### config.mk
export PLATFORM = sky130hd
export DESIGN_NAME = cpoe_top
export DESIGN_NICKNAME = d
export VERILOG_FILES = /design/src/hdl/cpoe_pkg.sv /design/src/hdl/cpoe_mem.sv /design/src/hdl/cpoe_sqw.sv /design/src/hdl/cpoe_top.sv
export SDC_FILE = /design/constraint.sdc
export NUM_CORES = 2
export LEC_CHECK = 0
export BUFFER_PORTS_ARGS = -buffer_cell sky130_fd_sc_hd__buf_2
export CAP_MARGIN = 20
export CORE_MARGIN = 5
export CORE_UTILIZATION = 45
export CTS_CLUSTER_DIAMETER = 40
export DETAILED_ROUTE_END_ITERATION = 12
export PLACE_DENSITY_LB_ADDON = 0.2
export SYNTH_ARGS = -nofsm -noshare
export SYNTH_HDL_FRONTEND = slang
export SYNTH_SLANG_ARGS = --single-unit
### constraint.sdc
create_clock -name clk_sys_i -period 9.5 [get_ports clk_sys_i]
set_clock_uncertainty 0.1 [all_clocks]
set_input_delay 2.85 -clock clk_sys_i [delete_from_list [all_inputs] [get_ports clk_sys_i]]
set_output_delay 2.85 -clock clk_sys_i [all_outputs]
set_load 0.02 [all_outputs]
### src/hdl/cpoe_pkg.sv
/*
 * Shared constants of the counter pulse-output engine: register map,
 * field positions, reset values, FIFO sizing, state and mode encodings.
 * Assumes a single clock domain and the plain strobe register port.
 */
package cpoe_pkg;

	localparam int TICK_W = 16;
	localparam int FIFO_AW = 6;
	localparam int FIFO_DEPTH = 64;
	localparam int LVL_W = 7;
	localparam int ADDR_W = 8;
	localparam int DATA_W = 32;

	////////////////////////////////////////////////////////////////////
	localparam logic [7:0] OFS_CTRL = 8'h00;
	localparam logic [7:0] OFS_DFLT = 8'h04;
	localparam logic [7:0] OFS_DELAY = 8'h08;
	localparam logic [7:0] OFS_COUNT = 8'h0C;
	localparam logic [7:0] OFS_FIFO = 8'h10;
	localparam logic [7:0] OFS_STATUS = 8'h14;
	localparam logic [7:0] OFS_SQW = 8'h18;
	localparam logic [7:0] OFS_SWP = 8'h1C;

	localparam int CTRL_ARM = 0;
	localparam int CTRL_SWP = 1;
	localparam int CTRL_CONT = 2;
	localparam int CTRL_REGEN_LO = 3;
	localparam int CTRL_SRC_FALL = 5;
	localparam int CTRL_SQW_EN = 6;
	localparam int CTRL_TERM_OE = 7;
	localparam int CTRL_FLUSH = 8;
	localparam int CTRL_W = 8;

	localparam int ST_UNDERFLOW = 0;
	localparam int ST_REFUSED = 1;
	localparam int ST_RUNNING = 2;
	localparam int ST_LOADED = 3;
	localparam int ST_PULSE = 4;
	localparam int ST_LEVEL_LO = 8;

	localparam int SQW_DIV_LO = 0;
	localparam int SQW_TB_LO = 5;
	localparam int SWP_INC_LO = 16;

	localparam logic [CTRL_W-1:0] CTRL_RESET = 8'h00;
	localparam logic [TICK_W-1:0] TICK_RESET = 16'h0002;
	localparam logic [4:0] DIV_RESET = 5'h01;

	localparam logic [1:0] REGEN_STD = 2'h0;
	localparam logic [1:0] REGEN_FIFO = 2'h1;
	localparam logic [1:0] REGEN_NONE = 2'h2;

	localparam logic [1:0] TB_20M = 2'h0;
	localparam logic [1:0] TB_10M = 2'h1;
	localparam logic [1:0] TB_100K = 2'h2;

	localparam logic [4:0] DIV_MIN = 5'h01;
	localparam logic [4:0] DIV_CEIL = 5'h10;

	typedef enum logic [2:0] {
		CPOE_OFF, CPOE_WAIT_GATE, CPOE_DELAY, CPOE_IDLE_PH, CPOE_ACTIVE_PH
	} cpoe_state_type;

	// Keeps a divisor inside its permitted range.
	function automatic logic [4:0] clamp_div(input logic [4:0] d);
		if (d < DIV_MIN) begin
			return DIV_MIN;
		end
		if (d > DIV_CEIL) begin
			return DIV_CEIL;
		end
		return d;
	endfunction : clamp_div

	// True when the edge now counted completes a phase of the given length.
	function automatic logic ticks_done(input logic [TICK_W-1:0] cnt,
			input logic [TICK_W-1:0] len);
		logic [TICK_W:0] need;
		need = (len == '0) ? {{TICK_W{1'b0}}, 1'b1} : {1'b0, len};
		return ({1'b0, cnt} + 1'b1) >= need;
	endfunction : ticks_done

endpackage : cpoe_pkg

### src/hdl/cpoe_mem.sv
/*
 * Sample memory of the output FIFO: one write port, one read port whose
 * data come out of a register one cycle after the address.
 * Assumes the caller keeps the pointers and never reads a word written
 * in the same cycle.
 */
`timescale 1ns/100ps
module cpoe_mem (
	input wire logic clk_sys_i,
	input wire logic ce_i,
	input wire logic we_i,
	input wire logic [cpoe_pkg::FIFO_AW-1:0] waddr_i,
	input wire logic [cpoe_pkg::DATA_W-1:0] wdata_i,
	input wire logic [cpoe_pkg::FIFO_AW-1:0] raddr_i,
	output logic [cpoe_pkg::DATA_W-1:0] rdata_o
);

	logic [cpoe_pkg::DATA_W-1:0] mem [cpoe_pkg::FIFO_DEPTH];

	always_ff @(posedge clk_sys_i) begin
		if (ce_i) begin
			if (we_i) begin
				mem[waddr_i] <= wdata_i;
			end
			rdata_o <= mem[raddr_i];
		end
	end

endmodule : cpoe_mem

### src/hdl/cpoe_sqw.sv
/*
 * Square-wave generator: divides a selected timebase by 1 to 16.
 * Assumes the timebase inputs are slow enough to be sampled as levels.
 */
`timescale 1ns/100ps
module cpoe_sqw (
	input wire logic clk_sys_i,
	input wire logic rst_i,
	input wire logic ce_i,
	input wire logic en_i,
	input wire logic [1:0] tb_sel_i,
	input wire logic [4:0] div_i,
	input wire logic tb_20m_i,
	input wire logic tb_100k_i,
	output logic sqw_o
);

	logic tb20_prev_q, tb20_prev_d;
	logic tb100_prev_q, tb100_prev_d;
	logic half_q, half_d;
	logic [4:0] cnt_q, cnt_d;
	logic out_q, out_d;
	logic rise20, rise100, tick, level;
	logic [4:0] div, low_len;

	always_comb begin
		rise20 = tb_20m_i & ~tb20_prev_q;
		rise100 = tb_100k_i & ~tb100_prev_q;
		tb20_prev_d = tb_20m_i;
		tb100_prev_d = tb_100k_i;
		half_d = rise20 ? ~half_q : half_q;
		// Three timebases; the unused code falls back to the slowest one.
		case (tb_sel_i)
			cpoe_pkg::TB_20M: begin
				tick = rise20;
				level = tb_20m_i;
			end
			cpoe_pkg::TB_10M: begin
				tick = rise20 & half_q;
				level = half_q;
			end
			default: begin
				tick = rise100;
				level = tb_100k_i;
			end
		endcase
		div = cpoe_pkg::clamp_div(div_i);
		// Rounding up gives D/2 for even D and the longer low half for odd D.
		low_len = 5'((6'(div) + 6'h01) >> 1);
		cnt_d = cnt_q;
		out_d = out_q;
		if (!en_i) begin
			cnt_d = '0;
			out_d = 1'b0;
		end else if (div == cpoe_pkg::DIV_MIN) begin
			out_d = level;
		end else if (tick) begin
			cnt_d = (cnt_q >= div - 5'h01) ? 5'h00 : cnt_q + 5'h01;
			out_d = (cnt_d >= low_len);
		end
	end

	always_ff @(posedge clk_sys_i or posedge rst_i) begin
		if (rst_i) begin
			tb20_prev_q <= 1'b0;
			tb100_prev_q <= 1'b0;
			half_q <= 1'b0;
			cnt_q <= '0;
			out_q <= 1'b0;
		end else if (ce_i) begin
			tb20_prev_q <= tb20_prev_d;
			tb100_prev_q <= tb100_prev_d;
			half_q <= half_d;
			cnt_q <= cnt_d;
			out_q <= out_d;
		end
	end

	assign sqw_o = out_q;

endmodule : cpoe_sqw

### src/hdl/cpoe_top.sv
/*
 * Counter pulse-output engine: sample-clocked buffered pulse trains fed
 * from a FIFO, equivalent-time-sampling pulses, and a square-wave
 * generator routed to one routable I/O terminal.
 * Assumes Source, gate, sample clock and timebases are synchronous to
 * clk_sys_i and change no faster than every other clock.
 */
// Decided for this implementation: the address-and-strobe port and the address map.
// Behaviour
// - Sample clock swaps in next FIFO spec after pulse.
// - Finite run keeps last spec until stopped.
// - Default delay and spec until first sample clock.
// - Standard mode accepts sample writes whenever FIFO not full.
// - FIFO regeneration replays loaded set, refuses writes.
// - Empty FIFO at sample clock flags underflow.
// - Continuous mode consumes samples until stopped.
// - Square wave divides timebase by 1 to 16.
// - Timebase is 20 MHz, 10 MHz or 100 kHz.
// - Divisor one or even gives 50% duty.
// - Odd divisor: low (D+1)/2, high (D-1)/2.
// - Square wave shares no counter resources.
// - Terminal high-impedance after reset.
// - Output period is idle plus active ticks.
// - Ticks count selectable Source edges.
// - Delay after gate grows by increment each pulse.
// - Increment programmable from 0 to 255.
// - Growing delay continues until disarmed.
// - Gate edges ignored while pulse in progress.
`timescale 1ns/100ps
module cpoe_top (
	input wire logic clk_sys_i,
	input wire logic rst_i,
	input wire logic ce_i,
	input wire logic [cpoe_pkg::ADDR_W-1:0] addr_i,
	input wire logic [cpoe_pkg::DATA_W-1:0] wdata_i,
	input wire logic wr_i,
	input wire logic rd_i,
	output logic [cpoe_pkg::DATA_W-1:0] rdata_o,
	input wire logic source_i,
	input wire logic gate_i,
	input wire logic sample_clk_i,
	input wire logic tb_20m_i,
	input wire logic tb_100k_i,
	output logic pulse_o,
	output logic sqw_o,
	output logic io_term_o,
	output logic io_term_oe_o
);

	localparam int TW = cpoe_pkg::TICK_W;
	localparam int AW = cpoe_pkg::FIFO_AW;

	cpoe_pkg::cpoe_state_type state_q, state_d;
	logic [cpoe_pkg::CTRL_W-1:0] ctrl_q, ctrl_d;
	logic [TW-1:0] dflt_idle_q, dflt_idle_d, dflt_act_q, dflt_act_d;
	logic [TW-1:0] init_dly_q, init_dly_d, count_q, count_d;
	logic [4:0] sqw_div_q, sqw_div_d;
	logic [1:0] sqw_tb_q, sqw_tb_d;
	logic [TW-1:0] swp_base_q, swp_base_d, swp_cur_q, swp_cur_d;
	logic [7:0] swp_inc_q, swp_inc_d;
	logic [TW-1:0] cur_idle_q, cur_idle_d, cur_act_q, cur_act_d;
	logic [TW-1:0] cnt_q, cnt_d, remain_q, remain_d;
	logic [AW-1:0] wr_ptr_q, wr_ptr_d, rd_ptr_q, rd_ptr_d;
	logic [cpoe_pkg::LVL_W-1:0] level_q, level_d, level_dly_q, level_dly_d;
	logic pending_q, pending_d, loaded_q, loaded_d;
	logic underflow_q, underflow_d, refused_q, refused_d;
	logic src_prev_q, src_prev_d, samp_prev_q, samp_prev_d, gate_prev_q, gate_prev_d;
	logic pulse_q, pulse_d, term_q, term_d, term_oe_q, term_oe_d;
	logic [cpoe_pkg::DATA_W-1:0] rdata_q, rdata_d;
	logic [cpoe_pkg::DATA_W-1:0] mem_rdata;
	logic sqw_wave;
	logic src_edge, samp_edge, gate_edge, swp_mode, cont_mode, regen_fifo;
	logic avail, may_take, push, pop, flush;
	logic [1:0] regen;

	////////////////////////////////////////////////////////////////////
	// Sample FIFO storage; pointers and fill level live in this module.

	cpoe_mem u_mem (
		.clk_sys_i(clk_sys_i),
		.ce_i(ce_i),
		.we_i(push),
		.waddr_i(wr_ptr_q),
		.wdata_i(wdata_i),
		.raddr_i(rd_ptr_q),
		.rdata_o(mem_rdata)
	);

	// A separate divider so the pulse counters stay free for their own task.
	cpoe_sqw u_sqw (
		.clk_sys_i(clk_sys_i),
		.rst_i(rst_i),
		.ce_i(ce_i),
		.en_i(ctrl_q[cpoe_pkg::CTRL_SQW_EN]),
		.tb_sel_i(sqw_tb_q),
		.div_i(sqw_div_q),
		.tb_20m_i(tb_20m_i),
		.tb_100k_i(tb_100k_i),
		.sqw_o(sqw_wave)
	);

	////////////////////////////////////////////////////////////////////
	// Next-state logic for registers, FIFO and pulse sequencer.

	always_comb begin
		swp_mode = ctrl_q[cpoe_pkg::CTRL_SWP];
		cont_mode = ctrl_q[cpoe_pkg::CTRL_CONT];
		regen = ctrl_q[cpoe_pkg::CTRL_REGEN_LO +: 2];
		regen_fifo = (regen == cpoe_pkg::REGEN_FIFO);
		src_edge = ctrl_q[cpoe_pkg::CTRL_SRC_FALL] ? (src_prev_q & ~source_i)
			: (~src_prev_q & source_i);
		samp_edge = sample_clk_i & ~samp_prev_q;
		gate_edge = gate_i & ~gate_prev_q;
		// A word written last cycle is not yet on the registered read port.
		avail = (level_q != '0) && (level_dly_q != '0);
		may_take = cont_mode || (remain_q != '0);
		flush = wr_i && (addr_i == cpoe_pkg::OFS_CTRL) && wdata_i[cpoe_pkg::CTRL_FLUSH];

		state_d = state_q;
		ctrl_d = ctrl_q;
		dflt_idle_d = dflt_idle_q;
		dflt_act_d = dflt_act_q;
		init_dly_d = init_dly_q;
		count_d = count_q;
		sqw_div_d = sqw_div_q;
		sqw_tb_d = sqw_tb_q;
		swp_base_d = swp_base_q;
		swp_inc_d = swp_inc_q;
		swp_cur_d = swp_cur_q;
		cur_idle_d = cur_idle_q;
		cur_act_d = cur_act_q;
		cnt_d = cnt_q;
		remain_d = remain_q;
		wr_ptr_d = wr_ptr_q;
		rd_ptr_d = rd_ptr_q;
		level_d = level_q;
		level_dly_d = level_q;
		loaded_d = loaded_q;
		underflow_d = underflow_q;
		refused_d = refused_q;
		src_prev_d = source_i;
		samp_prev_d = sample_clk_i;
		gate_prev_d = gate_i;
		rdata_d = '0;
		push = 1'b0;
		pop = 1'b0;
		// A sample clock in the boundary cycle stays pending for the next pulse.
		pending_d = pending_q | (samp_edge & (state_q != cpoe_pkg::CPOE_OFF) & ~swp_mode);

		if (wr_i) begin
			case (addr_i)
				cpoe_pkg::OFS_CTRL: ctrl_d = wdata_i[cpoe_pkg::CTRL_W-1:0];
				cpoe_pkg::OFS_DFLT: begin
					dflt_idle_d = wdata_i[TW-1:0];
					dflt_act_d = wdata_i[2*TW-1:TW];
				end
				cpoe_pkg::OFS_DELAY: init_dly_d = wdata_i[TW-1:0];
				cpoe_pkg::OFS_COUNT: count_d = wdata_i[TW-1:0];
				cpoe_pkg::OFS_FIFO: begin
					// Writes go on while generating, except once a replay set is fixed or the FIFO is full.
					if (loaded_q || level_q == cpoe_pkg::LVL_W'(cpoe_pkg::FIFO_DEPTH)) begin
						refused_d = 1'b1;
					end else begin
						push = 1'b1;
					end
				end
				cpoe_pkg::OFS_STATUS: begin
					if (wdata_i[cpoe_pkg::ST_UNDERFLOW]) begin
						underflow_d = 1'b0;
					end
					if (wdata_i[cpoe_pkg::ST_REFUSED]) begin
						refused_d = 1'b0;
					end
				end
				cpoe_pkg::OFS_SQW: begin
					sqw_div_d = wdata_i[cpoe_pkg::SQW_DIV_LO +: 5];
					sqw_tb_d = wdata_i[cpoe_pkg::SQW_TB_LO +: 2];
				end
				cpoe_pkg::OFS_SWP: begin
					swp_base_d = wdata_i[TW-1:0];
					swp_inc_d = wdata_i[cpoe_pkg::SWP_INC_LO +: 8];
				end
				default: ;
			endcase
		end

		if (rd_i) begin
			case (addr_i)
				cpoe_pkg::OFS_CTRL: rdata_d[cpoe_pkg::CTRL_W-1:0] = ctrl_q;
				cpoe_pkg::OFS_DFLT: rdata_d = {dflt_act_q, dflt_idle_q};
				cpoe_pkg::OFS_DELAY: rdata_d[TW-1:0] = init_dly_q;
				cpoe_pkg::OFS_COUNT: rdata_d[TW-1:0] = count_q;
				cpoe_pkg::OFS_STATUS: begin
					rdata_d[cpoe_pkg::ST_UNDERFLOW] = underflow_q;
					rdata_d[cpoe_pkg::ST_REFUSED] = refused_q;
					rdata_d[cpoe_pkg::ST_RUNNING] = (state_q != cpoe_pkg::CPOE_OFF);
					rdata_d[cpoe_pkg::ST_LOADED] = loaded_q;
					rdata_d[cpoe_pkg::ST_PULSE] = pulse_q;
					rdata_d[cpoe_pkg::ST_LEVEL_LO +: cpoe_pkg::LVL_W] = level_q;
				end
				cpoe_pkg::OFS_SQW: begin
					rdata_d[cpoe_pkg::SQW_DIV_LO +: 5] = sqw_div_q;
					rdata_d[cpoe_pkg::SQW_TB_LO +: 2] = sqw_tb_q;
				end
				cpoe_pkg::OFS_SWP: rdata_d = {8'h00, swp_inc_q, swp_base_q};
				default: rdata_d = '0;
			endcase
		end

		if (src_edge) begin
			cnt_d = cnt_q + 1'b1;
		end

		case (state_q)
			cpoe_pkg::CPOE_OFF: begin
				cnt_d = '0;
				pending_d = 1'b0;
				if (ctrl_q[cpoe_pkg::CTRL_ARM]) begin
					// Defaults run until the first sample clock.
					cur_idle_d = dflt_idle_q;
					cur_act_d = dflt_act_q;
					remain_d = count_q;
					swp_cur_d = swp_base_q;
					loaded_d = regen_fifo & ~swp_mode;
					state_d = swp_mode ? cpoe_pkg::CPOE_WAIT_GATE : cpoe_pkg::CPOE_DELAY;
				end
			end
			cpoe_pkg::CPOE_WAIT_GATE: begin
				cnt_d = '0;
				// Only this state looks at the gate, so edges during a pulse are lost.
				if (gate_edge) begin
					state_d = cpoe_pkg::CPOE_DELAY;
				end
			end
			cpoe_pkg::CPOE_DELAY: begin
				if (src_edge && cpoe_pkg::ticks_done(cnt_q, swp_mode ? swp_cur_q : init_dly_q)) begin
					cnt_d = '0;
					state_d = swp_mode ? cpoe_pkg::CPOE_ACTIVE_PH : cpoe_pkg::CPOE_IDLE_PH;
				end
			end
			cpoe_pkg::CPOE_IDLE_PH: begin
				if (src_edge && cpoe_pkg::ticks_done(cnt_q, cur_idle_q)) begin
					cnt_d = '0;
					state_d = cpoe_pkg::CPOE_ACTIVE_PH;
				end
			end
			cpoe_pkg::CPOE_ACTIVE_PH: begin
				if (src_edge && cpoe_pkg::ticks_done(cnt_q, cur_act_q)) begin
					cnt_d = '0;
					if (swp_mode) begin
						// Wraps silently if the delay outgrows the tick width.
						swp_cur_d = swp_cur_q + TW'(swp_inc_q);
						state_d = cpoe_pkg::CPOE_WAIT_GATE;
					end else begin
						state_d = cpoe_pkg::CPOE_IDLE_PH;
						if (pending_q && may_take) begin
							pending_d = samp_edge;
							if (avail) begin
								// New spec only at the pulse boundary.
								cur_idle_d = mem_rdata[TW-1:0];
								cur_act_d = mem_rdata[2*TW-1:TW];
								pop = 1'b1;
								if (!cont_mode) begin
									remain_d = remain_q - 1'b1;
								end
							end else begin
								underflow_d = 1'b1;
							end
						end else if (pending_q) begin
							pending_d = samp_edge;
						end
					end
				end
			end
			default: state_d = cpoe_pkg::CPOE_OFF;
		endcase

		if (!ctrl_q[cpoe_pkg::CTRL_ARM]) begin
			state_d = cpoe_pkg::CPOE_OFF;
			loaded_d = 1'b0;
		end

		if (pop) begin
			if (loaded_q) begin
				// Replay wraps over the loaded set and never frees a word.
				rd_ptr_d = (level_q == cpoe_pkg::LVL_W'(rd_ptr_q) + 1'b1) ? '0
					: rd_ptr_q + 1'b1;
			end else begin
				rd_ptr_d = rd_ptr_q + 1'b1;
			end
		end
		if (push) begin
			wr_ptr_d = wr_ptr_q + 1'b1;
		end
		level_d = level_q + cpoe_pkg::LVL_W'(push)
			- cpoe_pkg::LVL_W'(pop & ~loaded_q);
		if (flush) begin
			wr_ptr_d = '0;
			rd_ptr_d = '0;
			level_d = '0;
		end

		pulse_d = (state_q == cpoe_pkg::CPOE_ACTIVE_PH);
		term_d = sqw_wave;
		term_oe_d = ctrl_q[cpoe_pkg::CTRL_TERM_OE];
	end

	////////////////////////////////////////////////////////////////////
	// State registers; everything holds while the clock enable is low.

	always_ff @(posedge clk_sys_i or posedge rst_i) begin
		if (rst_i) begin
			state_q <= cpoe_pkg::CPOE_OFF;
			ctrl_q <= cpoe_pkg::CTRL_RESET;
			dflt_idle_q <= cpoe_pkg::TICK_RESET;
			dflt_act_q <= cpoe_pkg::TICK_RESET;
			init_dly_q <= cpoe_pkg::TICK_RESET;
			count_q <= '0;
			sqw_div_q <= cpoe_pkg::DIV_RESET;
			sqw_tb_q <= cpoe_pkg::TB_20M;
			swp_base_q <= cpoe_pkg::TICK_RESET;
			swp_inc_q <= '0;
			swp_cur_q <= '0;
			cur_idle_q <= '0;
			cur_act_q <= '0;
			cnt_q <= '0;
			remain_q <= '0;
			wr_ptr_q <= '0;
			rd_ptr_q <= '0;
			level_q <= '0;
			level_dly_q <= '0;
			pending_q <= 1'b0;
			loaded_q <= 1'b0;
			underflow_q <= 1'b0;
			refused_q <= 1'b0;
			src_prev_q <= 1'b0;
			samp_prev_q <= 1'b0;
			gate_prev_q <= 1'b0;
			pulse_q <= 1'b0;
			term_q <= 1'b0;
			term_oe_q <= 1'b0;
			rdata_q <= '0;
		end else if (ce_i) begin
			state_q <= state_d;
			ctrl_q <= ctrl_d;
			dflt_idle_q <= dflt_idle_d;
			dflt_act_q <= dflt_act_d;
			init_dly_q <= init_dly_d;
			count_q <= count_d;
			sqw_div_q <= sqw_div_d;
			sqw_tb_q <= sqw_tb_d;
			swp_base_q <= swp_base_d;
			swp_inc_q <= swp_inc_d;
			swp_cur_q <= swp_cur_d;
			cur_idle_q <= cur_idle_d;
			cur_act_q <= cur_act_d;
			cnt_q <= cnt_d;
			remain_q <= remain_d;
			wr_ptr_q <= wr_ptr_d;
			rd_ptr_q <= rd_ptr_d;
			level_q <= level_d;
			level_dly_q <= level_dly_d;
			pending_q <= pending_d;
			loaded_q <= loaded_d;
			underflow_q <= underflow_d;
			refused_q <= refused_d;
			src_prev_q <= src_prev_d;
			samp_prev_q <= samp_prev_d;
			gate_prev_q <= gate_prev_d;
			pulse_q <= pulse_d;
			term_q <= term_d;
			term_oe_q <= term_oe_d;
			rdata_q <= rdata_d;
		end
	end

	assign rdata_o = rdata_q;
	assign pulse_o = pulse_q;
	assign sqw_o = sqw_wave;
	assign io_term_o = term_q;
	assign io_term_oe_o = term_oe_q;

endmodule : cpoe_top

# Yosys cells after proc, flatten, opt, wreduce, memory -nomap -nowiden
# Memories as Yosys holds them, arrays and structs flattened. A register that Yosys moved wholly into a read port is not among the register bits.
# Index checks and enable logic that the tools add are counted.
# classes
n_div	0
n_reduce_logical	41
addsub	12
magnitude_cmp	7
mul	0
n_mux	101
shifts	0
n_eq_ne	33
n_bitwise	21
# op_table
operator	count
$mux 16	27
$pmux 16 s2	5
$pmux 16 s4	1
$ge 17x16->1	3
$logic_not 16->1	3
$mux 5	8
$mux 6	6
$pmux 5 s7	1
$pmux 7 s5	1
$mux 1	34
$eq 8x5->1 const B	4
$mux 32	1
$reduce_and 3->1	7
$mux 3	6
$add 16x1->17 const B	1
$add 16x1->16 const B	1
$add 16x8->16	1
$eq 8x4->1 const B	2
$reduce_bool 16->1	1
$sub 16x1->16 const B	1
$pmux 3 s5	1
$reduce_and 5->1	3
$ne 2x2->1 const B	7
$reduce_bool 7->1	2
44 further kinds	88
# totals
mem_bits_rw	2048
rom_bits	0
latch_bits	0
n_memories	1
regBits	263
out_inout_bits	36
# memory_table
name	words	word_bits	read_ports	rd_clocked_by_memory_dff	write_ports	line	text
u_mem.mem	64	32	1	1	1	cpoe_mem.sv:18	logic [cpoe_pkg::DATA_W-1:0] mem [cpoe_pkg::FIFO_DEPTH];

# Logic depth before layout (Yosys ltp)
# logic_depth
depth_word	12
ltp_mapped	26
depth_no_buf	25

# Hierarchy
# A second synthesis with hierarchy kept.
# hier_totals
hier_cells	4874
hier_area_um2	94201.6
# by_module_without_submodules
mod	n_inst	cells_each	area_per_inst_um2	seq_area_each_um2
cpoe_mem	1	3382	78982.0	62459.9
cpoe_top	1	1382	14238.7	6362.4
cpoe_sqw	1	110	980.9	225.2

# Worst setup path after synthesis
# Ideal clock, no wire load.
# synth_path
kind	input to register
startpoint	in addr_i[1] (netlist name)
endpoint	mem u_mem.mem[62][0] (netlist name), enable pin
n_path_buf	0
t_arrival_ns	5.795
required_ns	8.979
cell_stages	7
setup_ns	0.421
slack_ns	3.184
cell_sequence	nor4_1 > nand3b_1 > a211oi_1 > nand2_1 > nor2_1 > nand3_1 > nor2_1
# synth_via
elab_chain_len	6
# synth_lines
element	line	text
start: declaration	cpoe_top.sv:34	input wire logic [cpoe_pkg::ADDR_W-1:0] addr_i,
$eq 8x5->1	cpoe_top.sv:151	case (addr_i)
$mux 1	cpoe_top.sv:151	
$mux 1	cpoe_top.sv:150	if (wr_i) begin
$mux 1	cpoe_mem.sv:22	if (we_i) begin
$mux 1	cpoe_mem.sv:21	if (ce_i) begin
$mux 1 (not written as such)	cpoe_mem.sv:23	mem[waddr_i] <= wdata_i;
end: declaration	cpoe_mem.sv:18	
# Every way passes these cells.

# Final worst setup path
# layout_path
startpoint	in addr_i[1] (netlist name)
endpoint	mem u_mem.mem[31][6] (netlist name), enable pin
# Same word-level chain as after synthesis.

==> load_flow_metrics.sql <==
INSERT INTO impl_metrics (metric_group, metric, value, unit) VALUES
('outcome', 'status', 'finished clean', ''),
('synthesis', 'synth.yosys.warnings', '0', ''),
('grt', 'via_count_of_the_first_global_routing_pass', '46202', ''),
('synthesis', 'mappedNetlistArea', '93300', 'um^2'),
('min_path', 'min-delay-path-class', 'reg2reg', ''),
('clocking', 'post_cts_hold_buffer_count', '0', ''),
('synthesis', 'synth.cells.most_frequent', '2080 x edfxtp_1, 672 x mux4_2, 258 x dfrtp_1', ''),
('power_and_ir_drop', 'leakagePower', '0.0354', 'uW'),
('synthesis', 'postSynth.asyncResetShare', '0.112', ''),
('clocking', 'cts_buffers', '349', ''),
('clocking', 'tritoncts', 'done', ''),
('synthesis', 'synth_flop_cell', 'edfxtp_1', ''),
('synthesis', 'postSynthAreaPerCell', '21.0', 'um^2'),
('clocking', 'clock-root-buffer', 'clkbuf_16', ''),
('placement', 'place.gp.congestion', '0.883', ''),
('sta', 'worstMarginPinSlew', '1140', 'ps'),
('sta', 'total_neg_setup_slack', '0', 'ps'),
('final_layout', 'syn2layout_area_growth', '17.3', '%'),
('synthesis', 'synth.ff_latch_count', '2343', ''),
('setup_path', 'worstSetupEndpointType', 'flip-flop', ''),
('setup_path', 'worst_setup_start_kind', 'primary input', ''),
('routing', 'first_pass_iters', '6', ''),
('min_path', 'worst_hold_startpoint', 'rdata_o[10]', ''),
('routing', 'post_drt_wl_per_cell', '31.9', 'um'),
('setup_path', 'crit_type', 'in2reg', ''),
('synthesis', 'synth_enable_flop_cells', '2080', ''),
('routing', 'detail_route.drc_violations', '0', ''),
('sta', 'grt_setup_unrepaired', 'no', ''),
('min_path', 'hold_end', 'rdata_o[10]', ''),
('grt', 'largest_net_degree_at_the_start_of_global_routing', '170', ''),
('final_layout', 'fin_cells', '7701', ''),
('die', 'core', '207000', 'um^2'),
('setup_path', 'r2r_slack', '3440', 'ps'),
('grt', 'grt.overflow.total', '0', ''),
('routing', 'postRouteAntennaNets', '0', ''),
('sta', 'slew_viol_final', '0', ''),
('synthesis', 'synth.top_cells.by_area', 'edfxtp_1 67%, mux4_2 16%, dfrtp_1 6.9%, mux2_2 1.4%, ha_1 1.1%', ''),
('placement', 'dpl.cell_count', '7060', ''),
('job', 'max_cap_violations', '0', ''),
('setup_path', 'worstPathRequired', '9930', 'ps'),
('synthesis', 'synthMostInstantiatedCell', 'edfxtp_1', ''),
('routing', 'avgViaCountPerCell', '6.06', ''),
('synthesis', 'mappedNetlistNets', '4575', ''),
('sta', 'final_hold_viol_count', '0', ''),
('clocking', 'clockBufferDepth', '4', ''),
('synthesis', 'share_of_the_synthesized_area_in_the_top_cell_type', '0.670', ''),
('setup_path', 'worstPathArrival', '7080', 'ps'),
('grt', 'number_of_antenna_violations_at_the_first_check_in_global_routing', '32', ''),
('die', 'fp.dieW', '465', 'um'),
('die', 'dieArea', '217000', 'um^2'),
('synthesis', 'synthesis.instances', '4440', ''),
('die', 'num_io_pins', '86', ''),
('clocking', 'clock_transition_time_at_the_flip_flop_clock_pins_of_the_worst_setup_and_hold_paths', '60', 'ps'),
('sta', 'max_freq', '150', 'MHz'),
('synthesis', 'synth_sequential_area_ratio', '0.740', ''),
('sta', 'worst_case_headroom_to_the_max_slew_limit', '0.241', ''),
('clocking', 'post_cts_resize_count', '0', ''),
('routing', 'dr_total_vias', '46696', ''),
('die', 'die_y', '465', 'um'),
('final_layout', 'area.sequential', '69100', 'um^2'),
('routing', 'dr.first_iter.drc_count', '6069', ''),
('setup_path', 'ff2ff_path_depth', '25', ''),
('min_path', 'whs_path_depth', '1', ''),
('placement', 'dpl_cell_area', '97400', 'um^2'),
('final_layout', 'multiInputGateArea', '23500', 'um^2'),
('setup_path', 'worst_flop_to_flop_path_endpoint', 'level_dly_d[6]', ''),
('die', 'floorplan.initialDensity', '0.451', ''),
('clocking', 'worst_skew_pair.late_latency', '940', 'ps'),
('power_and_ir_drop', 'vdd_drop_max', '0.231', 'mV'),
('clocking', 'cts.repair_timing.setup_buffer_count', '0', ''),
('final_layout', 'post_route_cells_drive_above_1_share', '0.321', '');
how the worst max path moves through the flow:
stage | to | slack [ps] | depth (start not counted)
6_report | u_mem.mem[31][6] | 2850 | 8
4_1_cts | u_mem.mem[55][23] | 2910 | 7
3_3_place_gp | u_mem.mem[39][0] | 2030 | 7
5_1_grt | u_mem.mem[54][24] | 2660 | 8
2_1_floorplan | cnt_q[0] | 3080 | 1
3_5_place_dp | u_mem.mem[55][24] | 1960 | 7
layer usage:
metal | GRT usage | routed length (um) | part of all wire | vias up
met5 | 0 | 0 | 0 | -
li1 | - | - | - | 19212
met1 | 0.352 | 110000 | 0.45 | 25196
met3 | 0.0422 | 19100 | 0.078 | 332
met2 | 0.328 | 110000 | 0.45 | 1956
met4 | 0.0642 | 6510 | 0.027 | 0
cells by family after synthesis:
| kind of cell | count (synthesis) | share of synthesized area |
|---|---|---|
| other | 1 | 0.0000402 |
| AO/OA/AOI/OAI | 380 | 0.0269 |
| buffers and inverters | 307 | 0.0130 |
| adder cells (fa/ha/maj) | 85 | 0.0116 |
| flip-flops | 2343 | 0.740 |
| AND/OR/NAND/NOR | 443 | 0.0226 |
| XOR/XNOR | 40 | 0.00376 |
| multiplexers | 841 | 0.182 |
layout make-up:
class | count | share of cell area
Clock inverter | 220 | 0.0229
Tap cell | 2704 | 0.0309
Sequential cell | 2343 | 0.631
Multi-Input combinational cell | 1790 | 0.215
Antenna cell | 13 | 0.000297
Inverter | 73 | 0.00254
Timing Repair Buffer | 165 | 0.0136
Clock buffer | 393 | 0.0833
metrics by stage:
stage | total power, uW | worst slack [ps] | hold slack [ps]
4_1_cts | 24900 | 2910 | 376
6_report | 24600 | 2850 | 373
2_1_floorplan | 11800 | 3080 | 342
5_1_grt | 25400 | 2660 | 384
3_5_place_dp | 12100 | 1960 | 365
3_3_place_gp | 12100 | 2030 | 358
flip-flops by register name, indices dropped and copies added (netlist names), 6 cells and up:
name           cells
rdata_o           32
wr_ptr_q           6
dflt_act_q        16
level_dly_d        7
rd_ptr_q           6
ctrl_q             8
dflt_idle_q       16
swp_base_q        16
cur_idle_q        16
swp_cur_q         16
swp_inc_q          8
init_dly_q        16
u_mem.rdata_o     32
cur_act_q         16
u_mem.mem       2048
count_q           16
cnt_q             16
level_dly_q        7
remain_q          16
report_power, final:
group | total (uW) | internal [uW] | leakage, uW | switching (uW)
Clock | 12700 | 8090 | 0.00560 | 4620
Sequential | 11400 | 11300 | 0.0221 | 87.3
Combinational | 544 | 147 | 0.00767 | 397
placed cells by master, fill, tap and decap left out, types with 53 or more instances in the layout:
cell type / Yosys / routed
mux2i_1: 53 / 53
a21oi_1: 89 / 89
o21ai_0: 95 / 95
buf_2: 21 / 65
inv_1: 73 / 71
nand2_1: 113 / 111
mux4_2: 672 / 672
dfrtp_1: 258 / 252
ha_1: 83 / 83
mux2_2: 116 / 116
edfxtp_1: 2080 / 2080
buf_4: 4 / 69
nor2_4: 0 / 63
clkbuf_16: 0 / 356
nor2_1: 149 / 85
critical path, cell delays in order:
cell and delay [ps]:
buf_2 100, nor4_1 440, nand3b_1 360, a211oi_1 750, and2_1 420, nand4_2 860
or2_2 670, inv_2 560
Power figures use the tool's default switching activity.
